<file path="src/core/gain_loop_pkg.sv">
// Summary of operation
// - hysteresis code picks dead zone around target
// - skip 8/16/24/32 samples after gain step
// - code 00 free, 01 holds after sync
// - code 10 holds analogue, 11 holds both
// - fsk averaging length 8/16/32/64 samples
// - ook/ask decision boundary 4/8/12/16 dB
package gain_loop_pkg;
   localparam logic [5:0] GAIN_LOOP_CONTROL_0_ADDR = 6'h1d;
   localparam logic [7:0] GAIN_LOOP_CONTROL_0_RESET = 8'h91;
   localparam int HYST_LSB = 6;
   localparam int WAIT_LSB = 4;
   localparam int HOLD_LSB = 2;
   localparam int LEN_LSB = 0;
   localparam logic [1:0] HOLD_NONE = 2'h0;
   localparam logic [1:0] HOLD_SYNC = 2'h1;
   localparam logic [1:0] HOLD_ANALOG = 2'h2;
   localparam logic [1:0] HOLD_BOTH = 2'h3;
   localparam logic [5:0] WAIT_STEP = 6'h08;
   localparam logic [2:0] AVG_SHIFT_BASE = 3'h3;
   localparam logic [2:0] OOK_AVG_SHIFT = 3'h3;
   localparam logic [4:0] BOUNDARY_STEP_DB = 5'h04;
   localparam logic [2:0] GAIN_MAX = 3'h7;
   localparam logic [2:0] GAIN_RESET = 3'h7;
   localparam logic [7:0] DZ_SMALL = 8'h02;
   localparam logic [7:0] DZ_LOW_HIGH = 8'h04;
   localparam logic [7:0] DZ_MED_LOW = 8'h04;
   localparam logic [7:0] DZ_MED_HIGH = 8'h08;
   localparam logic [7:0] DZ_LARGE_LOW = 8'h08;
   localparam logic [7:0] DZ_LARGE_HIGH = 8'h10;

   typedef enum logic [0:0] {
      WIN_SKIP = 1'b0,
      WIN_ACCUM = 1'b1
   } window_state_type;

   function automatic logic [1:0] field2(input logic [7:0] data, input int lsb);
      field2 = data[lsb +: 2];
   endfunction

   function automatic logic [5:0] skip_len_of(input logic [1:0] code);
      skip_len_of = 6'(WAIT_STEP * ({4'h0, code} + 6'h01));
   endfunction

   function automatic logic [2:0] avg_shift_of(input logic [1:0] code);
      avg_shift_of = AVG_SHIFT_BASE + {1'b0, code};
   endfunction

   function automatic logic [4:0] boundary_db_of(input logic [1:0] code);
      boundary_db_of = 5'(BOUNDARY_STEP_DB * ({3'h0, code} + 5'h01));
   endfunction

   // dead zone below target; a wide lower zone makes the loop slow to raise gain
   function automatic logic [7:0] dead_low_of(input logic [1:0] code);
      case (code)
         2'h0: dead_low_of = DZ_SMALL;
         2'h1: dead_low_of = DZ_SMALL;
         2'h2: dead_low_of = DZ_MED_LOW;
         default: dead_low_of = DZ_LARGE_LOW;
      endcase
   endfunction

   function automatic logic [7:0] dead_high_of(input logic [1:0] code);
      case (code)
         2'h0: dead_high_of = DZ_SMALL;
         2'h1: dead_high_of = DZ_LOW_HIGH;
         2'h2: dead_high_of = DZ_MED_HIGH;
         default: dead_high_of = DZ_LARGE_HIGH;
      endcase
   endfunction
endpackage

</file>
<file path="src/core/sample_window.sv">
`timescale 1ns/1ps
`default_nettype none
module sample_window #(
   parameter int SAMPLE_W = 8
) (
   input wire logic clk,
   input wire logic rst_n,
   input wire logic sample_valid,
   input wire logic [SAMPLE_W-1:0] sample,
   input wire logic restart,
   input wire logic [5:0] skip_len,
   input wire logic [2:0] avg_shift,
   output logic avg_valid,
   output logic [SAMPLE_W-1:0] avg
);
   gain_loop_pkg::window_state_type state_reg;
   logic [5:0] cnt_reg;
   logic [SAMPLE_W+5:0] accum_reg;
   logic [5:0] skip_m1;
   logic [5:0] len_m1;
   logic [SAMPLE_W+5:0] sum;
   logic last_skip;
   logic last_acc;

   assign skip_m1 = 6'(skip_len - 6'h01);
   assign len_m1 = 6'((7'h01 << avg_shift) - 7'h01);
   assign sum = accum_reg + {6'h00, sample};
   // compare with >= so a length change mid-window cannot run the counter past the end
   assign last_skip = (cnt_reg >= skip_m1);
   assign last_acc = (cnt_reg >= len_m1);

   always_ff @(posedge clk) begin
      if (!rst_n) begin
         state_reg <= gain_loop_pkg::WIN_SKIP;
         cnt_reg <= 6'h00;
      end else if (restart) begin
         state_reg <= gain_loop_pkg::WIN_SKIP;
         cnt_reg <= 6'h00;
      end else if (sample_valid) begin
         case (state_reg)
            gain_loop_pkg::WIN_SKIP: begin
               if (last_skip) begin
                  state_reg <= gain_loop_pkg::WIN_ACCUM;
                  cnt_reg <= 6'h00;
               end else begin
                  cnt_reg <= 6'(cnt_reg + 6'h01);
               end
            end
            gain_loop_pkg::WIN_ACCUM: begin
               if (last_acc) begin
                  cnt_reg <= 6'h00;
               end else begin
                  cnt_reg <= 6'(cnt_reg + 6'h01);
               end
            end
            default: begin
               state_reg <= gain_loop_pkg::WIN_SKIP;
               cnt_reg <= 6'h00;
            end
         endcase
      end
   end

   always_ff @(posedge clk) begin
      if (!rst_n) begin
         accum_reg <= '0;
      end else if (restart) begin
         accum_reg <= '0;
      end else if (sample_valid && state_reg == gain_loop_pkg::WIN_ACCUM) begin
         accum_reg <= last_acc ? '0 : sum;
      end
   end

   always_ff @(posedge clk) begin
      if (!rst_n) begin
         avg_valid <= 1'b0;
         avg <= '0;
      end else begin
         avg_valid <= sample_valid && !restart && state_reg == gain_loop_pkg::WIN_ACCUM && last_acc;
         if (sample_valid && state_reg == gain_loop_pkg::WIN_ACCUM && last_acc) begin
            avg <= SAMPLE_W'(sum >> avg_shift);
         end
      end
   end

   skip_end_a: assert property (@(posedge clk) disable iff (!rst_n)
      state_reg == gain_loop_pkg::WIN_SKIP && sample_valid && !restart && last_skip
      |=> state_reg == gain_loop_pkg::WIN_ACCUM) else $error("skip window did not end");
   skip_early_a: assert property (@(posedge clk) disable iff (!rst_n)
      state_reg == gain_loop_pkg::WIN_SKIP && !last_skip |=> state_reg == gain_loop_pkg::WIN_SKIP)
      else $error("skip window ended early");
   avg_len_a: assert property (@(posedge clk) disable iff (!rst_n)
      avg_valid |-> $past(cnt_reg) == $past(len_m1) && $past(state_reg) == gain_loop_pkg::WIN_ACCUM)
      else $error("average produced at wrong length");
endmodule
`default_nettype wire

</file>
<file path="src/core/receiver_gain_loop_control.sv">
`timescale 1ns/1ps
`default_nettype none
module receiver_gain_loop_control #(
   parameter int SAMPLE_W = 8
) (
   input wire logic clk,
   input wire logic rst_n,
   input wire logic [5:0] reg_addr,
   input wire logic [7:0] reg_wdata,
   input wire logic reg_we,
   input wire logic reg_re,
   output logic [7:0] reg_rdata,
   input wire logic filt_valid,
   input wire logic [SAMPLE_W-1:0] filt_magnitude,
   input wire logic [SAMPLE_W-1:0] magnitude_target,
   input wire logic ook_mode,
   input wire logic sync_found,
   input wire logic rx_restart,
   input wire logic manual_load,
   input wire logic [2:0] manual_analog,
   input wire logic [2:0] manual_digital,
   output logic [2:0] analog_gain,
   output logic [2:0] digital_gain,
   output logic gain_step,
   output logic [4:0] decision_boundary_db
);
   logic [7:0] gain_loop_control_0_reg;
   logic [1:0] deviation_hysteresis_level;
   logic [1:0] wait_code;
   logic [1:0] gain_hold_select;
   logic [1:0] len_code;
   logic sync_held_reg;
   logic [2:0] analog_gain_reg;
   logic [2:0] digital_gain_reg;
   logic [2:0] analog_next;
   logic [2:0] digital_next;
   logic step_next;
   logic avg_valid;
   logic [SAMPLE_W-1:0] avg;
   logic signed [SAMPLE_W:0] deviation;
   logic signed [SAMPLE_W:0] dz_low;
   logic signed [SAMPLE_W:0] dz_high;
   logic want_up;
   logic want_down;
   logic analog_ok;
   logic digital_ok;
   logic [2:0] avg_shift;

   assign deviation_hysteresis_level = gain_loop_pkg::field2(gain_loop_control_0_reg,
      gain_loop_pkg::HYST_LSB);
   assign wait_code = gain_loop_pkg::field2(gain_loop_control_0_reg, gain_loop_pkg::WAIT_LSB);
   assign gain_hold_select = gain_loop_pkg::field2(gain_loop_control_0_reg,
      gain_loop_pkg::HOLD_LSB);
   assign len_code = gain_loop_pkg::field2(gain_loop_control_0_reg, gain_loop_pkg::LEN_LSB);

   always_ff @(posedge clk) begin
      if (!rst_n) begin
         gain_loop_control_0_reg <= gain_loop_pkg::GAIN_LOOP_CONTROL_0_RESET;
      end else if (reg_we && reg_addr == gain_loop_pkg::GAIN_LOOP_CONTROL_0_ADDR) begin
         gain_loop_control_0_reg <= reg_wdata;
      end
   end

   // unmapped addresses read as zero
   always_ff @(posedge clk) begin
      if (!rst_n) begin
         reg_rdata <= 8'h00;
      end else if (reg_re) begin
         reg_rdata <= (reg_addr == gain_loop_pkg::GAIN_LOOP_CONTROL_0_ADDR) ?
            gain_loop_control_0_reg : 8'h00;
      end
   end

   // the length field means decision boundary in ook, so averaging falls back to a fixed length
   assign avg_shift = ook_mode ? gain_loop_pkg::OOK_AVG_SHIFT :
      gain_loop_pkg::avg_shift_of(len_code);

   sample_window #(
      .SAMPLE_W(SAMPLE_W)
   ) window_inst (
      .clk(clk),
      .rst_n(rst_n),
      .sample_valid(filt_valid),
      .sample(filt_magnitude),
      .restart(step_next),
      .skip_len(gain_loop_pkg::skip_len_of(wait_code)),
      .avg_shift(avg_shift),
      .avg_valid(avg_valid),
      .avg(avg)
   );

   assign deviation = $signed({1'b0, avg}) - $signed({1'b0, magnitude_target});
   assign dz_low = $signed({1'b0, gain_loop_pkg::dead_low_of(deviation_hysteresis_level)});
   assign dz_high = $signed({1'b0, gain_loop_pkg::dead_high_of(deviation_hysteresis_level)});
   assign want_up = (deviation < -dz_low);
   assign want_down = (deviation > dz_high);

   // sync hold ends only at rx_restart; a sync in the same cycle wins
   always_ff @(posedge clk) begin
      if (!rst_n) begin
         sync_held_reg <= 1'b0;
      end else if (sync_found && gain_hold_select == gain_loop_pkg::HOLD_SYNC) begin
         sync_held_reg <= 1'b1;
      end else if (rx_restart) begin
         sync_held_reg <= 1'b0;
      end
   end

   assign analog_ok = (gain_hold_select == gain_loop_pkg::HOLD_NONE) ||
      (gain_hold_select == gain_loop_pkg::HOLD_SYNC && !sync_held_reg);
   assign digital_ok = analog_ok || gain_hold_select == gain_loop_pkg::HOLD_ANALOG;

   always_comb begin
      analog_next = analog_gain_reg;
      digital_next = digital_gain_reg;
      step_next = 1'b0;
      if (gain_hold_select == gain_loop_pkg::HOLD_BOTH && manual_load) begin
         analog_next = manual_analog;
         digital_next = manual_digital;
         step_next = 1'b1;
      end else if (avg_valid && want_down) begin
         if (analog_ok && analog_gain_reg != 3'h0) begin
            analog_next = 3'(analog_gain_reg - 3'h1);
            step_next = 1'b1;
         end else if (digital_ok && digital_gain_reg != 3'h0) begin
            digital_next = 3'(digital_gain_reg - 3'h1);
            step_next = 1'b1;
         end
      end else if (avg_valid && want_up) begin
         if (analog_ok && analog_gain_reg != gain_loop_pkg::GAIN_MAX) begin
            analog_next = 3'(analog_gain_reg + 3'h1);
            step_next = 1'b1;
         end else if (digital_ok && digital_gain_reg != gain_loop_pkg::GAIN_MAX) begin
            digital_next = 3'(digital_gain_reg + 3'h1);
            step_next = 1'b1;
         end
      end
   end

   always_ff @(posedge clk) begin
      if (!rst_n) begin
         analog_gain_reg <= gain_loop_pkg::GAIN_RESET;
         digital_gain_reg <= gain_loop_pkg::GAIN_RESET;
         gain_step <= 1'b0;
      end else begin
         analog_gain_reg <= analog_next;
         digital_gain_reg <= digital_next;
         gain_step <= step_next;
      end
   end

   always_ff @(posedge clk) begin
      if (!rst_n) begin
         decision_boundary_db <= gain_loop_pkg::boundary_db_of(
            gain_loop_pkg::field2(gain_loop_pkg::GAIN_LOOP_CONTROL_0_RESET,
            gain_loop_pkg::LEN_LSB));
      end else begin
         decision_boundary_db <= gain_loop_pkg::boundary_db_of(len_code);
      end
   end

   assign analog_gain = analog_gain_reg;
   assign digital_gain = digital_gain_reg;

   dead_zone_a: assert property (@(posedge clk) disable iff (!rst_n)
      avg_valid && !manual_load && deviation >= -dz_low && deviation <= dz_high
      |=> !gain_step && $stable(analog_gain_reg) && $stable(digital_gain_reg))
      else $error("gain moved inside dead zone");
   free_adjust_a: assert property (@(posedge clk) disable iff (!rst_n)
      gain_hold_select == gain_loop_pkg::HOLD_NONE && avg_valid && want_down
      && analog_gain_reg != 3'h0 |=> analog_gain_reg == $past(analog_gain_reg) - 3'h1)
      else $error("free loop did not lower gain");
   raise_first_a: assert property (@(posedge clk) disable iff (!rst_n)
      gain_hold_select == gain_loop_pkg::HOLD_NONE && avg_valid && want_up
      && analog_gain_reg != gain_loop_pkg::GAIN_MAX
      |=> analog_gain_reg == 3'($past(analog_gain_reg) + 3'h1) && $stable(digital_gain_reg))
      else $error("free loop did not raise analogue gain");
   lower_digital_a: assert property (@(posedge clk) disable iff (!rst_n)
      gain_hold_select == gain_loop_pkg::HOLD_NONE && avg_valid && want_down
      && analog_gain_reg == 3'h0 && digital_gain_reg != 3'h0
      |=> digital_gain_reg == 3'($past(digital_gain_reg) - 3'h1))
      else $error("digital gain not lowered at analogue limit");
   sync_set_a: assert property (@(posedge clk) disable iff (!rst_n)
      sync_found && gain_hold_select == gain_loop_pkg::HOLD_SYNC |=> sync_held_reg)
      else $error("sync did not hold gain");
   sync_release_a: assert property (@(posedge clk) disable iff (!rst_n)
      rx_restart && !sync_found |=> !sync_held_reg)
      else $error("restart did not release sync hold");
   sync_hold_a: assert property (@(posedge clk) disable iff (!rst_n)
      gain_hold_select == gain_loop_pkg::HOLD_SYNC && sync_held_reg
      |=> $stable(analog_gain_reg) && $stable(digital_gain_reg))
      else $error("gain moved after sync");
   analog_hold_a: assert property (@(posedge clk) disable iff (!rst_n)
      gain_hold_select == gain_loop_pkg::HOLD_ANALOG |=> $stable(analog_gain_reg))
      else $error("analogue gain moved while held");
   digital_run_a: assert property (@(posedge clk) disable iff (!rst_n)
      gain_hold_select == gain_loop_pkg::HOLD_ANALOG && avg_valid
      && ((want_up && digital_gain_reg != gain_loop_pkg::GAIN_MAX)
      || (want_down && digital_gain_reg != 3'h0)) |=> gain_step && $changed(digital_gain_reg))
      else $error("digital gain not adjusted");
   both_hold_a: assert property (@(posedge clk) disable iff (!rst_n)
      gain_hold_select == gain_loop_pkg::HOLD_BOTH && !manual_load
      |=> $stable(analog_gain_reg) && $stable(digital_gain_reg))
      else $error("gain moved while fully held");
   manual_load_a: assert property (@(posedge clk) disable iff (!rst_n)
      gain_hold_select == gain_loop_pkg::HOLD_BOTH && manual_load
      |=> analog_gain_reg == $past(manual_analog) && digital_gain_reg == $past(manual_digital))
      else $error("manual gain not applied");
   avg_shift_a: assert property (@(posedge clk) disable iff (!rst_n)
      !ook_mode |-> avg_shift == 3'(3'h3 + {1'b0, len_code}))
      else $error("averaging length wrong");
   boundary_a: assert property (@(posedge clk) disable iff (!rst_n)
      1'b1 |=> decision_boundary_db == 5'(5'h04 * ({3'h0, $past(len_code)} + 5'h01)))
      else $error("decision boundary wrong");
   reg_write_a: assert property (@(posedge clk) disable iff (!rst_n)
      reg_we && reg_addr == gain_loop_pkg::GAIN_LOOP_CONTROL_0_ADDR
      |=> gain_loop_control_0_reg == $past(reg_wdata))
      else $error("register write lost");
   read_data_a: assert property (@(posedge clk) disable iff (!rst_n)
      reg_re && reg_addr == gain_loop_pkg::GAIN_LOOP_CONTROL_0_ADDR
      |=> reg_rdata == $past(gain_loop_control_0_reg))
      else $error("register read wrong");
   unmapped_read_a: assert property (@(posedge clk) disable iff (!rst_n)
      reg_re && reg_addr != gain_loop_pkg::GAIN_LOOP_CONTROL_0_ADDR |=> reg_rdata == 8'h00)
      else $error("unmapped read not zero");
endmodule
`default_nettype wire

</file>
<file path="config.mk">
export PLATFORM = sky130hd
export DESIGN_NAME = receiver_gain_loop_control
export DESIGN_NICKNAME = d
export VERILOG_FILES = /design/src/core/gain_loop_pkg.sv /design/src/core/sample_window.sv /design/src/core/receiver_gain_loop_control.sv
export SDC_FILE = /design/constraint.sdc
export NUM_CORES = 1
export LEC_CHECK = 0
export ABC_AREA = 1
export BUFFER_PORTS_ARGS = -buffer_cell sky130_fd_sc_hd__buf_2
export CELL_PAD_IN_SITES_DETAIL_PLACEMENT = 1
export CELL_PAD_IN_SITES_GLOBAL_PLACEMENT = 2
export CORE_AREA = 2 2 124 126
export CTS_BUF_LIST = sky130_fd_sc_hd__clkbuf_16
export CTS_CLUSTER_DIAMETER = 80
export DETAILED_ROUTE_END_ITERATION = 10
export DIE_AREA = 0 0 126 128
export PLACE_DENSITY = 0.91
export SETUP_SLACK_MARGIN = 0.4
export SYNTH_ARGS = -nofsm -noshare
export SYNTH_HDL_FRONTEND = slang
export SYNTH_HIERARCHICAL = 1
export SYNTH_SLANG_ARGS = --single-unit
</file>
<file path="constraint.sdc">
create_clock -name clk -period 5 [get_ports clk]
set_clock_uncertainty 0.2 [all_clocks]
set_input_delay 1 -clock clk [delete_from_list [all_inputs] [get_ports clk]]
set_output_delay 1 -clock clk [all_outputs]
set_load 0.05 [all_outputs]
</file>
==> out/results.ini <==
[run_status]
status = complete, no violations

[sta]
max_slew.worst_pin.slew_ns = 0.628
maxSlewHeadroom_pct = 58.0
hold_viol = 0
setup_viol = 0
rsz0062_at_grt = false
fmax_mhz = 236
finalCriticalPeriod_ns = 4.23
finalSetupTns_ns = 0
worst_slack_ns = 0.767
min_period_over_period_pct = 84.7
slew_viol_final = 0

[cts]
post_cts_resize_count = 0
postCtsHoldBufs = 0
clock_sinks = 57
post-cts-setup-buffer-count = 0
path_clk_slew_ns = 0.05
cts_buffers = 9
cts_max_path_buffers = 2
clock_latency_ns = 0.33
cts.htree.levels = 3
cts-root-buf = clkbuf_16
cts_tree = built

[power_and_ir_drop]
power_density_nw_per_um2 = 225
leakagePower_nw = 2.84
peakVddDrop_v = 0.000187

[yosys]
syn_area_um2 = 4680
synth.largest_area_cell = dfxtp_1
ys_ff_latch = 57
netlist_top_cells_area = dfxtp_1, nand2_1, ha_1, nand3_1, inv_1
synth_cell_type_count = 46
synthArstFlopShare_pct = 0
synth_most_common_cell = nand2_1
seq_area_frac_synth_pct = 24.4
synth_common_cells = nand2_1, inv_1, nand3_1
yosys.area.top_type_share_pct = 24.4
yosys_warnings = 6
synth-edff-count = 0
ys.flop_type = dfxtp_1
synth_area_per_cell_um2 = 6.50
syn_inst = 720

[critical_path]
arrival_ns = 4.29
crit_type = in -> reg
reg2reg_slack_ns = 1.10
startpoint_type = primary input
critical_path_peak_fanout = 16
worstPathRequired_ns = 5.06
rr_worst_depth = 17
endpoint_kind = flip-flop

[drt]
ant_nets = 0
vias = 4664
drc = 0
drt_iter0_drc = 257
drt_pass1_iterations = 4
routed_wl_um = 12900
wl_per_cell_um = 13.2
viasPerCell = 4.78

[grt]
grt_pass1_vias = 4604
grt_max_degree = 28
antenna_found_initial = 0
grt_remaining_overflow = 0
grt_pass1_wl_um = 22400
grt_use_total_pct = 17.0

[place]
place_ws_ns = 0.435
io_buffer_count = 62
hpwlAfterDp_um = 10300
placed_cell_area_um2 = 5160
gp_congestion = 0.807
dp_cells = 962

[die]
coreArea_um2 = 14900
initial_utilization_pct = 31.5
dieArea_um2 = 16100
ios = 65
die_h_um = 128
rows = 45
chipWidth_um = 126

[final_layout]
diodes = 0
nets = 874
largest_reg_flops = 14
drive_above_1_share_pct = 14.3
fin_cells = 976
area_growth_syn_to_layout_pct = 16.1
stdcell_area_um2 = 5430

[worst_hold_path]
hp-class = reg -> reg
worst_hold_path.num_cells = 2

[job]
drv_cap = 0

## area by class of cell
class	count	area, um^2
inverters	111	417
fillers	1998	9430
clock inverters	5	50.0
well taps	188	235
repair buffers	65	333
flip-flops and latches	57	1140
clock buffers	9	225
multi-input cells	541	3030
## critical path, stage by stage
cell	delay (ns)
buf_2	0.08
ha_1	0.13
inv_1	0.07
fa_1	0.42
nand3_1	0.11
nand3_1	0.10
and2_1	0.17
ha_1	0.29
nand2_1	0.06
o21ai_0	0.32
nand4_4	0.19
nand2_4	0.18
a21oi_1	0.08
nand3b_4	0.18
nor2_1	0.33
inv_1	0.35
a21oi_1	0.22
## power by group
group | internal (mW) | switching [mW]
clock network | 0.375 | 0.212
registers | 0.461 | 0.00428
logic | 0.0594 | 0.111
total | 0.894 | 0.327
## logic make-up (layout without fill, tap and decap cells)
kind of cell / count (synthesis) / in the layout / synth area share, %
AO/OA/AOI/OAI: 93 / 93 / 11.4
XOR/XNOR: 17 / 17 / 3.18
adder cells (fa/ha/maj): 44 / 44 / 12.4
buffers and inverters: 129 / 190 / 11.4
flip-flops: 57 / 57 / 24.4
multiplexers: 1 / 1 / 0.214
other: 1 / 8 / 0.0801
AND/OR/NAND/NOR: 378 / 378 / 36.9
## routing by layer
layer	vias to the layer above	global-route usage [%]	share of wire (%)
met2	54	27.7	46
met3	8	3.26	3.4
met1	2162	22.9	49
met4	0	4.65	1.0
met5	-	0	0
li1	2440	-	-
## cells in the final DEF (no fill, tap or decap), types with 2 or more instances in the layout
cell type,n
a21oi_1,45
a21oi_2,3
a22oi_1,3
and2_1,2
buf_2,62
buf_4,3
clkbuf_16,9
clkinv_1,4
conb_1,8
dfxtp_1,57
fa_1,4
ha_1,40
inv_1,106
inv_2,3
nand2_1,203
nand2_2,10
nand3_1,79
nand3_2,7
nand4_1,16
nor2_1,44
nor3_1,2
o211ai_1,7
o21a_1,4
o21ai_0,25
o31ai_1,2
or2_2,5
xnor2_1,6
xor2_1,11
## metrics by stage
step	utilization (%)	total power, mW	hold slack [ns]
2_1_floorplan	-	0.597	0.241
5_1_grt	36.5	1.29	0.297
3_3_place_gp	34.7	0.642	0.256
3_5_place_dp	34.7	0.645	0.269
6_report	36.5	1.22	0.276
4_1_cts	36.5	1.24	0.276
## worst paths after layout
kind | startpoint | endpoint
worst max-delay path | magnitude_target[0] | window_inst/accum_reg[0]
worst min register to register | window_inst/accum_reg[7] | window_inst/accum_reg[7]
worst max register to register | window_inst/avg[0] | window_inst/accum_reg[0]
worst min-delay path | window_inst/accum_reg[7] | window_inst/accum_reg[7]
(Power assumes the default switching activity.)
